===== src/rtl/icr_map.svh =====
// icr_map.svh: offsets, field positions, reset values and timing counts
// assumes inclusion by bare name from design files and the interface
`ifndef ICR_MAP_SVH
`define ICR_MAP_SVH
`define ICR_CLK_MHZ 40
`define ICR_CAL_TIME_NS 3500
// least time rounds up
`define ICR_CAL_CYC ((`ICR_CAL_TIME_NS * `ICR_CLK_MHZ + 999) / 1000)
`define ICR_ROWS 1024
`define ICR_COLS 1280
`define ICR_PIX_W 10
`define ICR_KNEE_W 3
`define ICR_GAIN_W 4
`define ICR_OFFS_W 7
`define ICR_KNEE_RST 3'h0
`define ICR_GAIN_RST 4'h0
`define ICR_OFFS_RST 7'h40
// configuration word field positions
`define ICR_CFG_GLOBAL 0
`define ICR_CFG_MULTI 1
`define ICR_CFG_XSUB 2
`define ICR_CFG_EXTKNEE 3
`define ICR_CFG_COLOUR 4
`define ICR_CFG_KNEE_LSB 8
`define ICR_CFG_GAIN_LSB 11
`define ICR_CFG_OFFS_LSB 16
`define ICR_CFG_W 23
// controller register offsets
`define ICR_REG_CTRL 8'h00
`define ICR_REG_CFG 8'h04
`define ICR_REG_INT 8'h08
`define ICR_REG_ROWS 8'h0c
`define ICR_REG_STAT 8'h10
`define ICR_REG_PIXCNT 8'h14
`define ICR_REG_LAST 8'h18
`endif


===== src/rtl/icr_pkg.sv =====
// icr_pkg.sv: types shared by both ends of the image core readout link
// assumes icr_map.svh for all numbers
`include "icr_map.svh"
package icr_pkg;
  // bayer colour tag carried beside each pixel
  typedef enum logic [1:0] {
    ICR_MONO = 2'h0,
    ICR_GREEN_ON_BLUE_ROW = 2'h1,
    ICR_BLUE = 2'h2,
    ICR_RED = 2'h3
  } icr_colour_t;
  // green_on_red_row shares the code space via a separate flag bit
  typedef enum logic [2:0] {
    ICR_IDLE = 3'h0,
    ICR_CAL = 3'h1,
    ICR_STREAM = 3'h3,
    ICR_ROWEND = 3'h2
  } icr_row_state_t;
endpackage


===== src/rtl/icr_link_if.sv =====
// icr_link_if.sv: wires between camera controller and image core
// assumes both ends share clk_sys (the pixel_rate_clock)
`timescale 1ns/1ps
`include "icr_map.svh"
interface icr_link_if;
  logic int_start; // integration start pulse
  logic int_stop; // integration stop pulse
  logic row_load; // row pointer load
  logic row_clock; // row clock pulse
  logic frame_sync;
  logic line_sync;
  logic [`ICR_CFG_W-1:0] seq_cfg; // sequencer configuration word
  logic pix_valid;
  logic [`ICR_PIX_W-1:0] analog_pixel_output; // digitised pixel stream
  logic green_on_red_row; // pixel is green on a green-red row
  logic [1:0] pix_colour;
  logic row_done;
  modport core (input int_start, int_stop, row_load, row_clock,
    frame_sync, line_sync, seq_cfg, output pix_valid,
    analog_pixel_output, green_on_red_row, pix_colour, row_done);
  modport ctrl (output int_start, int_stop, row_load, row_clock,
    frame_sync, line_sync, seq_cfg, input pix_valid,
    analog_pixel_output, green_on_red_row, pix_colour, row_done);
endinterface


===== src/rtl/icr_core.sv =====
// icr_core.sv: image core end; row pointers, integration sequencer,
// row calibration and pixel stream toward the converter
// assumes link inputs are driven from clk_sys by the controller
//
// Overview of operation
// - left pointer selects only the readout row
// - right pointer selects reset rows independently
// - multi-slope global mode resets whole array
// - rolling mode: right pointer resets one row
// - sequencer derives reset, sample, hold from pulses
// - controller makes integration and sync timing
// - readout starts with load plus row clock
// - calibrate amplifiers in blanking, about 3.5 us
// - pixels go out only after calibration
// - one pixel per system clock
// - system clock at most 40 MHz
// - global mode: readout ends before integration
// - sample switch global, or always closed
// - knee level from main supply, three bits
// - external knee supply disconnects generator
// - pixel (0,0) is green on green-blue row
// - two greens are told apart
// - converter sees only routed pixel signal
// - two columns per step, half rate, merged
// - one loaded at window start, then shift
// - pointer steps one, or two when subsampled
// - gain 4-bit exponential, offset 7-bit linear
`timescale 1ns/1ps
`include "icr_map.svh"
module icr_core #(
  parameter int ROWS = `ICR_ROWS,
  parameter int COLS = `ICR_COLS,
  parameter int CAL_CYC = `ICR_CAL_CYC
) (
  input wire logic clk_sys,
  input wire logic resetn,
  input wire logic clk_en,
  icr_link_if.core lnk,
  input wire logic [`ICR_PIX_W-1:0] adc_pixel_in, // externally routed
  output logic [$clog2(ROWS)-1:0] read_row,
  output logic [$clog2(ROWS)-1:0] reset_row,
  output logic row_reset_en,
  output logic array_reset_all,
  output logic pixel_sample_switch,
  output logic pixel_hold,
  output logic [`ICR_KNEE_W-1:0] reset_knee_level_bits,
  output logic external_knee_supply_select,
  output logic [`ICR_GAIN_W-1:0] amp_gain_code,
  output logic [`ICR_OFFS_W-1:0] amp_offset_code,
  output logic cal_active
);
  localparam int RW = $clog2(ROWS);
  localparam int CW = $clog2(COLS);
  localparam int KW = $clog2(CAL_CYC + 1);
  logic [`ICR_CFG_W-1:0] cfg;
  logic global_mode, multi_slope, xsub, colour;
  icr_pkg::icr_row_state_t st_q;
  logic [KW-1:0] cal_cnt_q;
  logic [CW-1:0] col_q; // column of pair currently addressed
  logic half_q; // even/odd bus phase inside a column pair
  logic integ_q;
  logic [RW-1:0] next_read_q;
  logic [2:0] pix_tag;
  logic [CW:0] col_next;

  assign cfg = lnk.seq_cfg;
  assign global_mode = cfg[`ICR_CFG_GLOBAL];
  assign multi_slope = cfg[`ICR_CFG_MULTI];
  assign xsub = cfg[`ICR_CFG_XSUB];
  assign colour = cfg[`ICR_CFG_COLOUR];
  // colour tag of the pixel leaving this cycle
  assign pix_tag = bayer(read_row[0], half_q);
  // pair pointer after one step; the spare bit keeps the row-end compare against COLS from wrapping
  assign col_next = {1'b0, col_q} + (xsub ? (CW+1)'(4) : (CW+1)'(2));

  // bayer tag: row parity then column parity; origin is green/blue row
  function automatic logic [2:0] bayer(input logic r0, input logic c0);
    if (!r0) begin
      bayer = c0 ? {1'b0, 2'h2} : {1'b0, 2'h1};
    end else begin
      bayer = c0 ? {1'b1, 2'h1} : {1'b0, 2'h3};
    end
  endfunction

  // configuration fields drive analog settings straight through flops
  always_ff @(posedge clk_sys) begin
    if (!resetn) begin
      reset_knee_level_bits <= `ICR_KNEE_RST;
      external_knee_supply_select <= 1'b0;
      amp_gain_code <= `ICR_GAIN_RST;
      amp_offset_code <= `ICR_OFFS_RST;
    end else if (clk_en) begin
      reset_knee_level_bits <=
        cfg[`ICR_CFG_KNEE_LSB +: `ICR_KNEE_W];
      external_knee_supply_select <= cfg[`ICR_CFG_EXTKNEE];
      amp_gain_code <= cfg[`ICR_CFG_GAIN_LSB +: `ICR_GAIN_W];
      amp_offset_code <= cfg[`ICR_CFG_OFFS_LSB +: `ICR_OFFS_W];
    end
  end

  // integration sequencer: array reset at start, sample/hold at stop in global mode
  always_ff @(posedge clk_sys) begin
    if (!resetn) begin
      integ_q <= 1'b0;
      array_reset_all <= 1'b0;
      pixel_sample_switch <= 1'b1;
      pixel_hold <= 1'b0;
    end else if (clk_en) begin
      if (lnk.int_start) begin
        integ_q <= 1'b1;
      end else if (lnk.int_stop) begin
        integ_q <= 1'b0;
      end
      // whole array reset only in global mode, pulsed by start
      array_reset_all <= global_mode && lnk.int_start;
      if (global_mode) begin
        // one shared sample pulse closes all pixels at stop
        pixel_sample_switch <= lnk.int_stop;
        pixel_hold <= integ_q && lnk.int_stop;
      end else begin
        pixel_sample_switch <= 1'b1;
        pixel_hold <= 1'b0;
      end
    end
  end

  // rolling reset pointer walks on row clocks, apart from readout
  always_ff @(posedge clk_sys) begin
    if (!resetn) begin
      reset_row <= '0;
      row_reset_en <= 1'b0;
    end else if (clk_en) begin
      row_reset_en <= 1'b0;
      if (!global_mode && lnk.int_start) begin
        reset_row <= '0;
        row_reset_en <= 1'b1;
      end else if (!global_mode && integ_q && lnk.row_clock) begin
        reset_row <= (reset_row == RW'(ROWS - 1)) ? '0 : reset_row + 1'b1;
        row_reset_en <= 1'b1;
      end
      // multi-slope global reset uses the array flag instead
      if (global_mode && multi_slope) begin
        row_reset_en <= 1'b0;
      end
    end
  end

  // read pointer: load with row clock, else advance each row clock
  always_ff @(posedge clk_sys) begin
    if (!resetn) begin
      read_row <= '0;
      next_read_q <= '0;
    end else if (clk_en && lnk.row_clock) begin
      if (lnk.row_load) begin
        read_row <= '0;
        next_read_q <= RW'(1);
      end else begin
        read_row <= next_read_q;
        next_read_q <= (next_read_q == RW'(ROWS - 1)) ? '0 :
          next_read_q + 1'b1;
      end
    end
  end

  // row sequence: calibrate in blanking, then stream the row
  always_ff @(posedge clk_sys) begin
    if (!resetn) begin
      st_q <= icr_pkg::ICR_IDLE;
      cal_cnt_q <= '0;
      col_q <= '0;
      half_q <= 1'b0;
      cal_active <= 1'b0;
    end else if (clk_en) begin
      unique case (st_q)
        icr_pkg::ICR_IDLE: begin
          if (lnk.row_clock) begin
            st_q <= icr_pkg::ICR_CAL;
            cal_cnt_q <= KW'(CAL_CYC - 1);
            cal_active <= 1'b1;
          end
        end
        icr_pkg::ICR_CAL: begin
          if (cal_cnt_q == '0) begin
            st_q <= icr_pkg::ICR_STREAM;
            cal_active <= 1'b0;
            col_q <= '0; // window start
            half_q <= 1'b0;
          end else begin
            cal_cnt_q <= cal_cnt_q - 1'b1;
          end
        end
        icr_pkg::ICR_STREAM: begin
          half_q <= ~half_q; // bus a then bus b
          if (half_q) begin
            // pair pointer steps at half rate, skipping a pair if sub
            if (col_next >= (CW+1)'(COLS)) begin
              st_q <= icr_pkg::ICR_ROWEND;
            end else begin
              col_q <= col_next[CW-1:0];
            end
          end
        end
        icr_pkg::ICR_ROWEND: begin
          st_q <= icr_pkg::ICR_IDLE;
        end
      endcase
    end
  end

  // merged stream: one pixel per clock with colour tag
  always_ff @(posedge clk_sys) begin
    if (!resetn) begin
      lnk.pix_valid <= 1'b0;
      lnk.analog_pixel_output <= '0;
      lnk.green_on_red_row <= 1'b0;
      lnk.pix_colour <= 2'h0;
      lnk.row_done <= 1'b0;
    end else if (clk_en) begin
      lnk.pix_valid <= (st_q == icr_pkg::ICR_STREAM);
      lnk.analog_pixel_output <= adc_pixel_in;
      lnk.green_on_red_row <= colour && pix_tag[2];
      lnk.pix_colour <= colour ? pix_tag[1:0] : 2'h0;
      lnk.row_done <= (st_q == icr_pkg::ICR_ROWEND);
    end
  end
endmodule // icr_core


===== src/flat_wrapper.sv =====
// flat-port wrapper written by rule: the top's interface ports become plain ports
module icr_core_flat 
#(
  parameter int ROWS = `ICR_ROWS,
  parameter int COLS = `ICR_COLS,
  parameter int CAL_CYC = `ICR_CAL_CYC
)
  (clk_sys, resetn, clk_en, adc_pixel_in, read_row, reset_row, row_reset_en, array_reset_all, pixel_sample_switch, pixel_hold, reset_knee_level_bits, external_knee_supply_select, amp_gain_code, amp_offset_code, cal_active, lnk_int_start, lnk_int_stop, lnk_row_load, lnk_row_clock, lnk_frame_sync, lnk_line_sync, lnk_seq_cfg, lnk_pix_valid, lnk_analog_pixel_output, lnk_green_on_red_row, lnk_pix_colour, lnk_row_done);
  icr_link_if lnk_i ();
  input wire logic clk_sys;
  input wire logic resetn;
  input wire logic clk_en;
  input wire logic [`ICR_PIX_W-1:0] adc_pixel_in;
  output logic [$clog2(ROWS)-1:0] read_row;
  output logic [$clog2(ROWS)-1:0] reset_row;
  output logic row_reset_en;
  output logic array_reset_all;
  output logic pixel_sample_switch;
  output logic pixel_hold;
  output logic [`ICR_KNEE_W-1:0] reset_knee_level_bits;
  output logic external_knee_supply_select;
  output logic [`ICR_GAIN_W-1:0] amp_gain_code;
  output logic [`ICR_OFFS_W-1:0] amp_offset_code;
  output logic cal_active;
  input wire logic [$bits(lnk_i.int_start)-1:0] lnk_int_start;
  input wire logic [$bits(lnk_i.int_stop)-1:0] lnk_int_stop;
  input wire logic [$bits(lnk_i.row_load)-1:0] lnk_row_load;
  input wire logic [$bits(lnk_i.row_clock)-1:0] lnk_row_clock;
  input wire logic [$bits(lnk_i.frame_sync)-1:0] lnk_frame_sync;
  input wire logic [$bits(lnk_i.line_sync)-1:0] lnk_line_sync;
  input wire logic [$bits(lnk_i.seq_cfg)-1:0] lnk_seq_cfg;
  output wire logic [$bits(lnk_i.pix_valid)-1:0] lnk_pix_valid;
  output wire logic [$bits(lnk_i.analog_pixel_output)-1:0] lnk_analog_pixel_output;
  output wire logic [$bits(lnk_i.green_on_red_row)-1:0] lnk_green_on_red_row;
  output wire logic [$bits(lnk_i.pix_colour)-1:0] lnk_pix_colour;
  output wire logic [$bits(lnk_i.row_done)-1:0] lnk_row_done;
  assign lnk_i.int_start = lnk_int_start;
  assign lnk_i.int_stop = lnk_int_stop;
  assign lnk_i.row_load = lnk_row_load;
  assign lnk_i.row_clock = lnk_row_clock;
  assign lnk_i.frame_sync = lnk_frame_sync;
  assign lnk_i.line_sync = lnk_line_sync;
  assign lnk_i.seq_cfg = lnk_seq_cfg;
  assign lnk_pix_valid = lnk_i.pix_valid;
  assign lnk_analog_pixel_output = lnk_i.analog_pixel_output;
  assign lnk_green_on_red_row = lnk_i.green_on_red_row;
  assign lnk_pix_colour = lnk_i.pix_colour;
  assign lnk_row_done = lnk_i.row_done;
  icr_core #(.ROWS(ROWS), .COLS(COLS), .CAL_CYC(CAL_CYC)) u_core (.clk_sys(clk_sys), .resetn(resetn), .clk_en(clk_en), .lnk(lnk_i), .adc_pixel_in(adc_pixel_in), .read_row(read_row), .reset_row(reset_row), .row_reset_en(row_reset_en), .array_reset_all(array_reset_all), .pixel_sample_switch(pixel_sample_switch), .pixel_hold(pixel_hold), .reset_knee_level_bits(reset_knee_level_bits), .external_knee_supply_select(external_knee_supply_select), .amp_gain_code(amp_gain_code), .amp_offset_code(amp_offset_code), .cal_active(cal_active));
endmodule

===== config.mk =====
export PLATFORM = sky130hd
export DESIGN_NAME = icr_core_flat
export DESIGN_NICKNAME = d
export VERILOG_FILES = /design/src/rtl/icr_pkg.sv /design/src/rtl/icr_link_if.sv /design/src/rtl/icr_core.sv /design/src/flat_wrapper.sv
export VERILOG_INCLUDE_DIRS = /design/src /design/src/rtl
export SDC_FILE = /design/constraint.sdc
export NUM_CORES = 1
export LEC_CHECK = 0
export BUFFER_PORTS_ARGS = -buffer_cell sky130_fd_sc_hd__buf_4
export CAP_MARGIN = 10
export CORE_UTILIZATION = 45
export DETAILED_ROUTE_END_ITERATION = 16
export MAX_ROUTING_LAYER = met4
export PLACE_DENSITY = 0.75
export SETUP_SLACK_MARGIN = 0.15
export SKIP_CTS_REPAIR_TIMING = 1
export SYNTH_ARGS = -nofsm -noshare
export SYNTH_HDL_FRONTEND = slang
export SYNTH_SLANG_ARGS = --single-unit
export TNS_END_PERCENT = 1

===== constraint.sdc =====
create_clock -name clk_sys -period 5 [get_ports clk_sys]
set_clock_uncertainty 0.1 [all_clocks]
set_input_delay 0.75 -clock clk_sys [delete_from_list [all_inputs] [get_ports clk_sys]]
set_output_delay 0.75 -clock clk_sys [all_outputs]
set_load 0.05 [all_outputs]

Word-level counts from Yosys, hierarchy flattened:

Index checks and enable logic that the tools add are counted.
W data, S select, Z words.

* bitwise gates (word level): 1
* divide/modulo/power cells: 0
* add/sub/neg operators: 4
* equal/unequal tests: 11
* $lt $le $gt $ge: 1
* muxes and demuxes: 34
* shift operators: 0
* reductions and logical operators: 22
* $mul: 0

Operator list (number)
* $mux W10: 6
* $mux W11: 3
* $pmux W11 S2: 1
* $mux W3: 7
* $add A10 B1 Y10 const B: 2
* $eq A10 B10 Y1 const B: 2
* $mux W8: 2
* $pmux W8 S2: 1
* $add A11 B12 Y12: 1
* $ge A12 B11 Y1 const B: 1
* $pmux W3 S4: 1
* $reduce_and A5 Y1: 2
* $mux W1: 9
* $logic_and A1 B1 Y1: 8
* $logic_not A8 Y1: 1
* $reduce_and A4 Y1: 2
* $reduce_bool A2 Y1: 4
* $sub A8 B1 Y8 const B: 1
* $eq A3 B2 Y1 const B: 2
* $ne A2 B1 Y1 const B: 3
* $ne A2 B2 Y1 const B: 3
* $mux W2: 2
* $pmux W1 S2: 2
* $reduce_and A2 Y1: 2
* 5 further kinds: 5

* word-level logic and storage cells: 95
* latch bits: 0
* flip-flop bits (word level): 89
* bits of input ports: 42
* ROM bits: 0
* memories kept: 0
* output and inout port bits: 55
* RAM bits: 0

Logic depth before layout (Yosys ltp):

* depth after elaboration: 6
* gate-level depth with buffers: 10
* gate-level depth less buffers: 9

Least setup slack after synthesis:

OpenSTA, ideal clock, no wires.

* path kind: input-to-reg
* start point: in lnk_seq_cfg[2]
* end point: reg u_core.col_q[7]
* setup slack: 2.117 ns
* cell stages on the path: 10
* data required time: 4.826 ns
* path buffers: 1
* library setup time: 0.074 ns
* arrival time: 2.709 ns
* cells stage by stage: inv_1 -> ha_1 -> inv_1 -> fa_1 -> and4b_1 -> clkbuf_1 -> a32o_1 -> a2111oi_2 -> a41oi_1 -> a31oi_1

* word-level cells in the longest chain between the ends: 5
* elaborated cells on any way between the ends: 8
* classes of those cells: add/sub (1); order compare (1); eq/ne (1); mux (4); reduce/logical (1)

Ends and longest elaborated chain
* start: declaration: RTL line flat_wrapper.sv:31 `input wire logic [$bits(lnk_i.seq_cfg)-1:0] lnk_seq_cfg;`
* $mux W3 (*): RTL line icr_core.sv:74 `assign col_next = {1'b0, col_q} + (xsub ? (CW+1)'(4) : (CW+1)'(2));`
* $add A11 B12 Y12 (*): RTL line icr_core.sv:74
* $ge A12 B11 Y1 or $mux W11 (tied branches): RTL line icr_core.sv:196 `if (col_next >= (CW+1)'(COLS)) begin`
* $ne A2 B2 Y1 (no source line) or $mux W11 (tied branches)
* $reduce_and A5 Y1 (no source line) or $pmux W11 S2 (tied branches)
* end signal: assignment: RTL line icr_core.sv:199 `col_q <= col_next[CW-1:0];`
* end: declaration: RTL line icr_core.sv:59 `logic [CW-1:0] col_q;`

Mark *: on every way between the ends. The rest lies on a longest branch, timed or not. The select of a mux whose other input is x is not followed.
A chain may end at the register's enable or synchronous reset.

Worst setup path after layout:

* start point: in lnk_seq_cfg[2]
* end point: reg u_core.col_q[10]

The elaborated chain is that of the path after synthesis.

==> results.json <==
{
  "dp_cells": 633,
  "ys_seq_area_share_pct": 44.5,
  "slew_violations": 0,
  "drv_cap": 0,
  "final_nets": 589,
  "wl_per_cell_um": 14.1,
  "max-vdd-ir-drop_mv": 0.190,
  "grt_use_total_pct": 21.4,
  "critPathCapture": "u_core.col_q[10]$_SDFFE_PN0P_",
  "htree_levels": 3,
  "setup_viol": 0,
  "cts_made_buffers": 9,
  "area_growth_pct": 23.2,
  "hold_viol": 0,
  "grt_antenna_before_repair": 0,
  "fmax_mhz": 348,
  "final.fill_count": 761,
  "clk_pin_slew_ns": 0.10,
  "first_pass_iters": 4,
  "status": "finished, final reports clean",
  "clockPowerShare_pct": 33.6,
  "viasPerCell": 5.52,
  "final_cells": 649,
  "postSynthNetCount": 513,
  "die_area_um2": 9070,
  "grt_max_degree": 44,
  "portBuffers": 89,
  "syn-instance-count": 463,
  "cts_buffer_depth": 2,
  "drc": 0,
  "pwr-share-comb_pct": 16.5,
  "diodes": 0,
  "cp.required_ns": 5.19,
  "final_common_cell": "buf_4",
  "drtIter0Drc": 214,
  "post-dp-hpwl_um": 6450,
  "cp-end-kind": "flip-flop",
  "drive_above_1_share_pct": 20.8,
  "min-delay-start": "u_core.row_reset_en$_SDFFE_PN0P_",
  "power_mw": 1.50,
  "regToRegStartpoint": "u_core.col_q[2]$_SDFFE_PN0P_",
  "most-common-layout-cells": "buf_4 (90), dfxtp_1 (87), nor2_1 (72), nand2_1 (44), a21oi_1 (38)",
  "grt_first_pass_wirelength_um": 14800,
  "rows": 33,
  "p_switching_uw": 450,
  "die_h_um": 95.2,
  "r2r_slack_ns": 2.35,
  "gr-total-overflow": 0,
  "syn_avg_cell_area_um2": 8.45,
  "numClockSinks": 87,
  "cts_tree": "done",
  "ys_async_sr_fraction_pct": 0,
  "period_minus_slack_ns": 2.88,
  "multiInputGateArea_um2": 2010,
  "r2r-end": "u_core.col_q[10]$_SDFFE_PN0P_",
  "rsz0062_at_grt": "no",
  "hold_path_class": "flip-flop to flip-flop",
  "leakagePower_nw": 2.01,
  "rr_worst_depth": 6,
  "postLayoutCellArea_um2": 4820,
  "crit_type": "primary input to flip-flop",
  "io_pins": 97,
  "p_int_mw": 1.05,
  "synth_edf_count": 0,
  "wirelength_um": 9140,
  "p_sw_share_pct": 29.9,
  "regArea_um2": 1740,
  "synth.distinct_cells": 59,
  "chipWidth_um": 95.2,
  "cp-start-kind": "primary input",
  "coreArea_um2": 8300,
  "insertion_delay_ns": 0.36,
  "ys_seq_elements": 87,
  "cp-startpoint": "lnk_seq_cfg[2]",
  "postPlaceCellArea_um2": 4610,
  "arrival_ns": 3.06,
  "ys.flop_type": "dfxtp_1",
  "grt_pass1_vias": 3237,
  "fin_ws_ns": 2.12,
  "vias": 3581,
  "gp_congestion": 0.874,
  "initial_core_util_pct": 47.1,
  "slew_headroom_pct": 46.9,
  "crit_fanout": 7,
  "yosysWarnings": 0,
  "clock-root-buffer": "clkbuf_8",
  "fin_crit_sh_pct": 57.5,
  "fin_tns_setup_ns": 0,
  "ant_nets": 0,
  "worstMarginPinSlew_ns": 0.794,
  "p_per_area_nw_per_um2": 312,
  "power_frac_seq_pct": 49.9,
  "netlist_area_um2": 3910,
  "dpl_worst_slack_ns": 1.77
}
==> cell families (layout without fill, tap and decap cells) <==
family	Yosys count	count (layout)	share of synthesized area [%]
simple gates	195	195	23.9
buf+inv	40	121	4.13
fa+ha+maj	8	8	2.75
mux	29	29	7.42
xor+xnor	14	14	3.13
compound gates	90	90	14.2
flops	87	87	44.5
==> critical path, cell delays in order <==
cell	delay, ns
buf_4	0.08
inv_1	0.06
ha_1	0.21
inv_1	0.07
fa_1	0.26
and4b_1	0.28
a32o_1	0.25
a2111oi_2	0.75
a31oi_1	0.17
a31oi_1	0.17
==> area by class of cell <==
| cell class | count | area share, % |
|---|---|---|
| inverter | 15 | 1.17 |
| tap | 105 | 2.73 |
| multi-input combinational | 336 | 41.7 |
| clock buffer | 9 | 2.57 |
| sequential | 87 | 36.1 |
| clock inverter | 7 | 1.66 |
| timing repair buffer | 90 | 14.0 |
==> power groups by stage <==
stage	sequential (mW)	clock [mW]	combinational, mW
detailed placement	0.765	0	0.249
floorplan	0.811	0	0.126
CTS	0.750	0.518	0.249
global placement	0.765	0	0.243
global route	0.756	0.541	0.271
finish	0.751	0.506	0.249
==> synthesized netlist by cell type, types with 3 or more instances <==
library cell,count,area share (%)
nor2_1,72,6.9
o21ai_1,3,0.38
xnor2_1,6,1.3
ha_1,7,2.2
buf_1,3,0.29
nor2b_1,3,0.48
a211oi_1,3,0.58
nand2_1,44,4.2
or4_1,3,0.58
clkbuf_1,18,1.7
inv_1,13,1.2
o21ai_0,16,2.0
nand3b_1,3,0.58
nor4_1,3,0.48
or3_1,7,1.1
a21oi_1,38,4.9
nor3_1,10,1.3
dfxtp_1,87,45
a31oi_1,11,1.8
nand3_1,18,2.3
nand4_1,5,0.80
xor2_1,8,1.8
mux2i_1,29,7.4
and3_1,12,1.9
==> metrics by stage <==
| step | hold slack (ns) | util [%] |
|---|---|---|
| detailed placement | 0.360 | 55.6 |
| global route | 0.393 | 58.1 |
| floorplan | 0.342 | - |
| CTS | 0.374 | 58.1 |
| finish | 0.375 | 58.1 |
| global placement | 0.352 | 55.6 |
==> worst min path at each step <==
stage / to / slack, ns / cells past startpoint
CTS: u_core.pixel_hold$_SDFFE_PN0P_ / 0.37 / 2
finish: u_core.row_reset_en$_SDFFE_PN0P_ / 0.37 / 2
global placement: u_core.col_q[1]$_SDFFE_PN0P_ / 0.35 / 2
global route: u_core.lnk.green_on_red_row$_SDFFE_PN0P_ / 0.39 / 2
floorplan: u_core.col_q[1]$_SDFFE_PN0P_ / 0.34 / 2
detailed placement: u_core.pixel_hold$_SDFFE_PN0P_ / 0.36 / 2
==> sequential cells by signal, summed over array words and instances, names as in the netlist, 3 cells and up <==
name / flops
u_core.lnk.analog_pixel_output: 10
u_core.amp_offset_code: 7
u_core.reset_row: 10
u_core.col_q: 10
u_core.next_read_q: 10
u_core.amp_gain_code: 4
u_core.read_row: 10
u_core.cal_cnt_q: 8
u_core.reset_knee_level_bits: 3
==> layer usage <==
layer / part of all wire, % / wire length (um) / track usage [%] / vias to the layer above
met5: 0 / 0 / - / -
met4: 0.97 / 89 / 8.08 / 0
met3: 6.0 / 551 / 5.18 / 9
met2: 48 / 4350 / 32.9 / 106
met1: 45 / 4150 / 27.2 / 1689
li1: - / - / - / 1777
No activity file was read; power rests on OpenSTA's default activity.
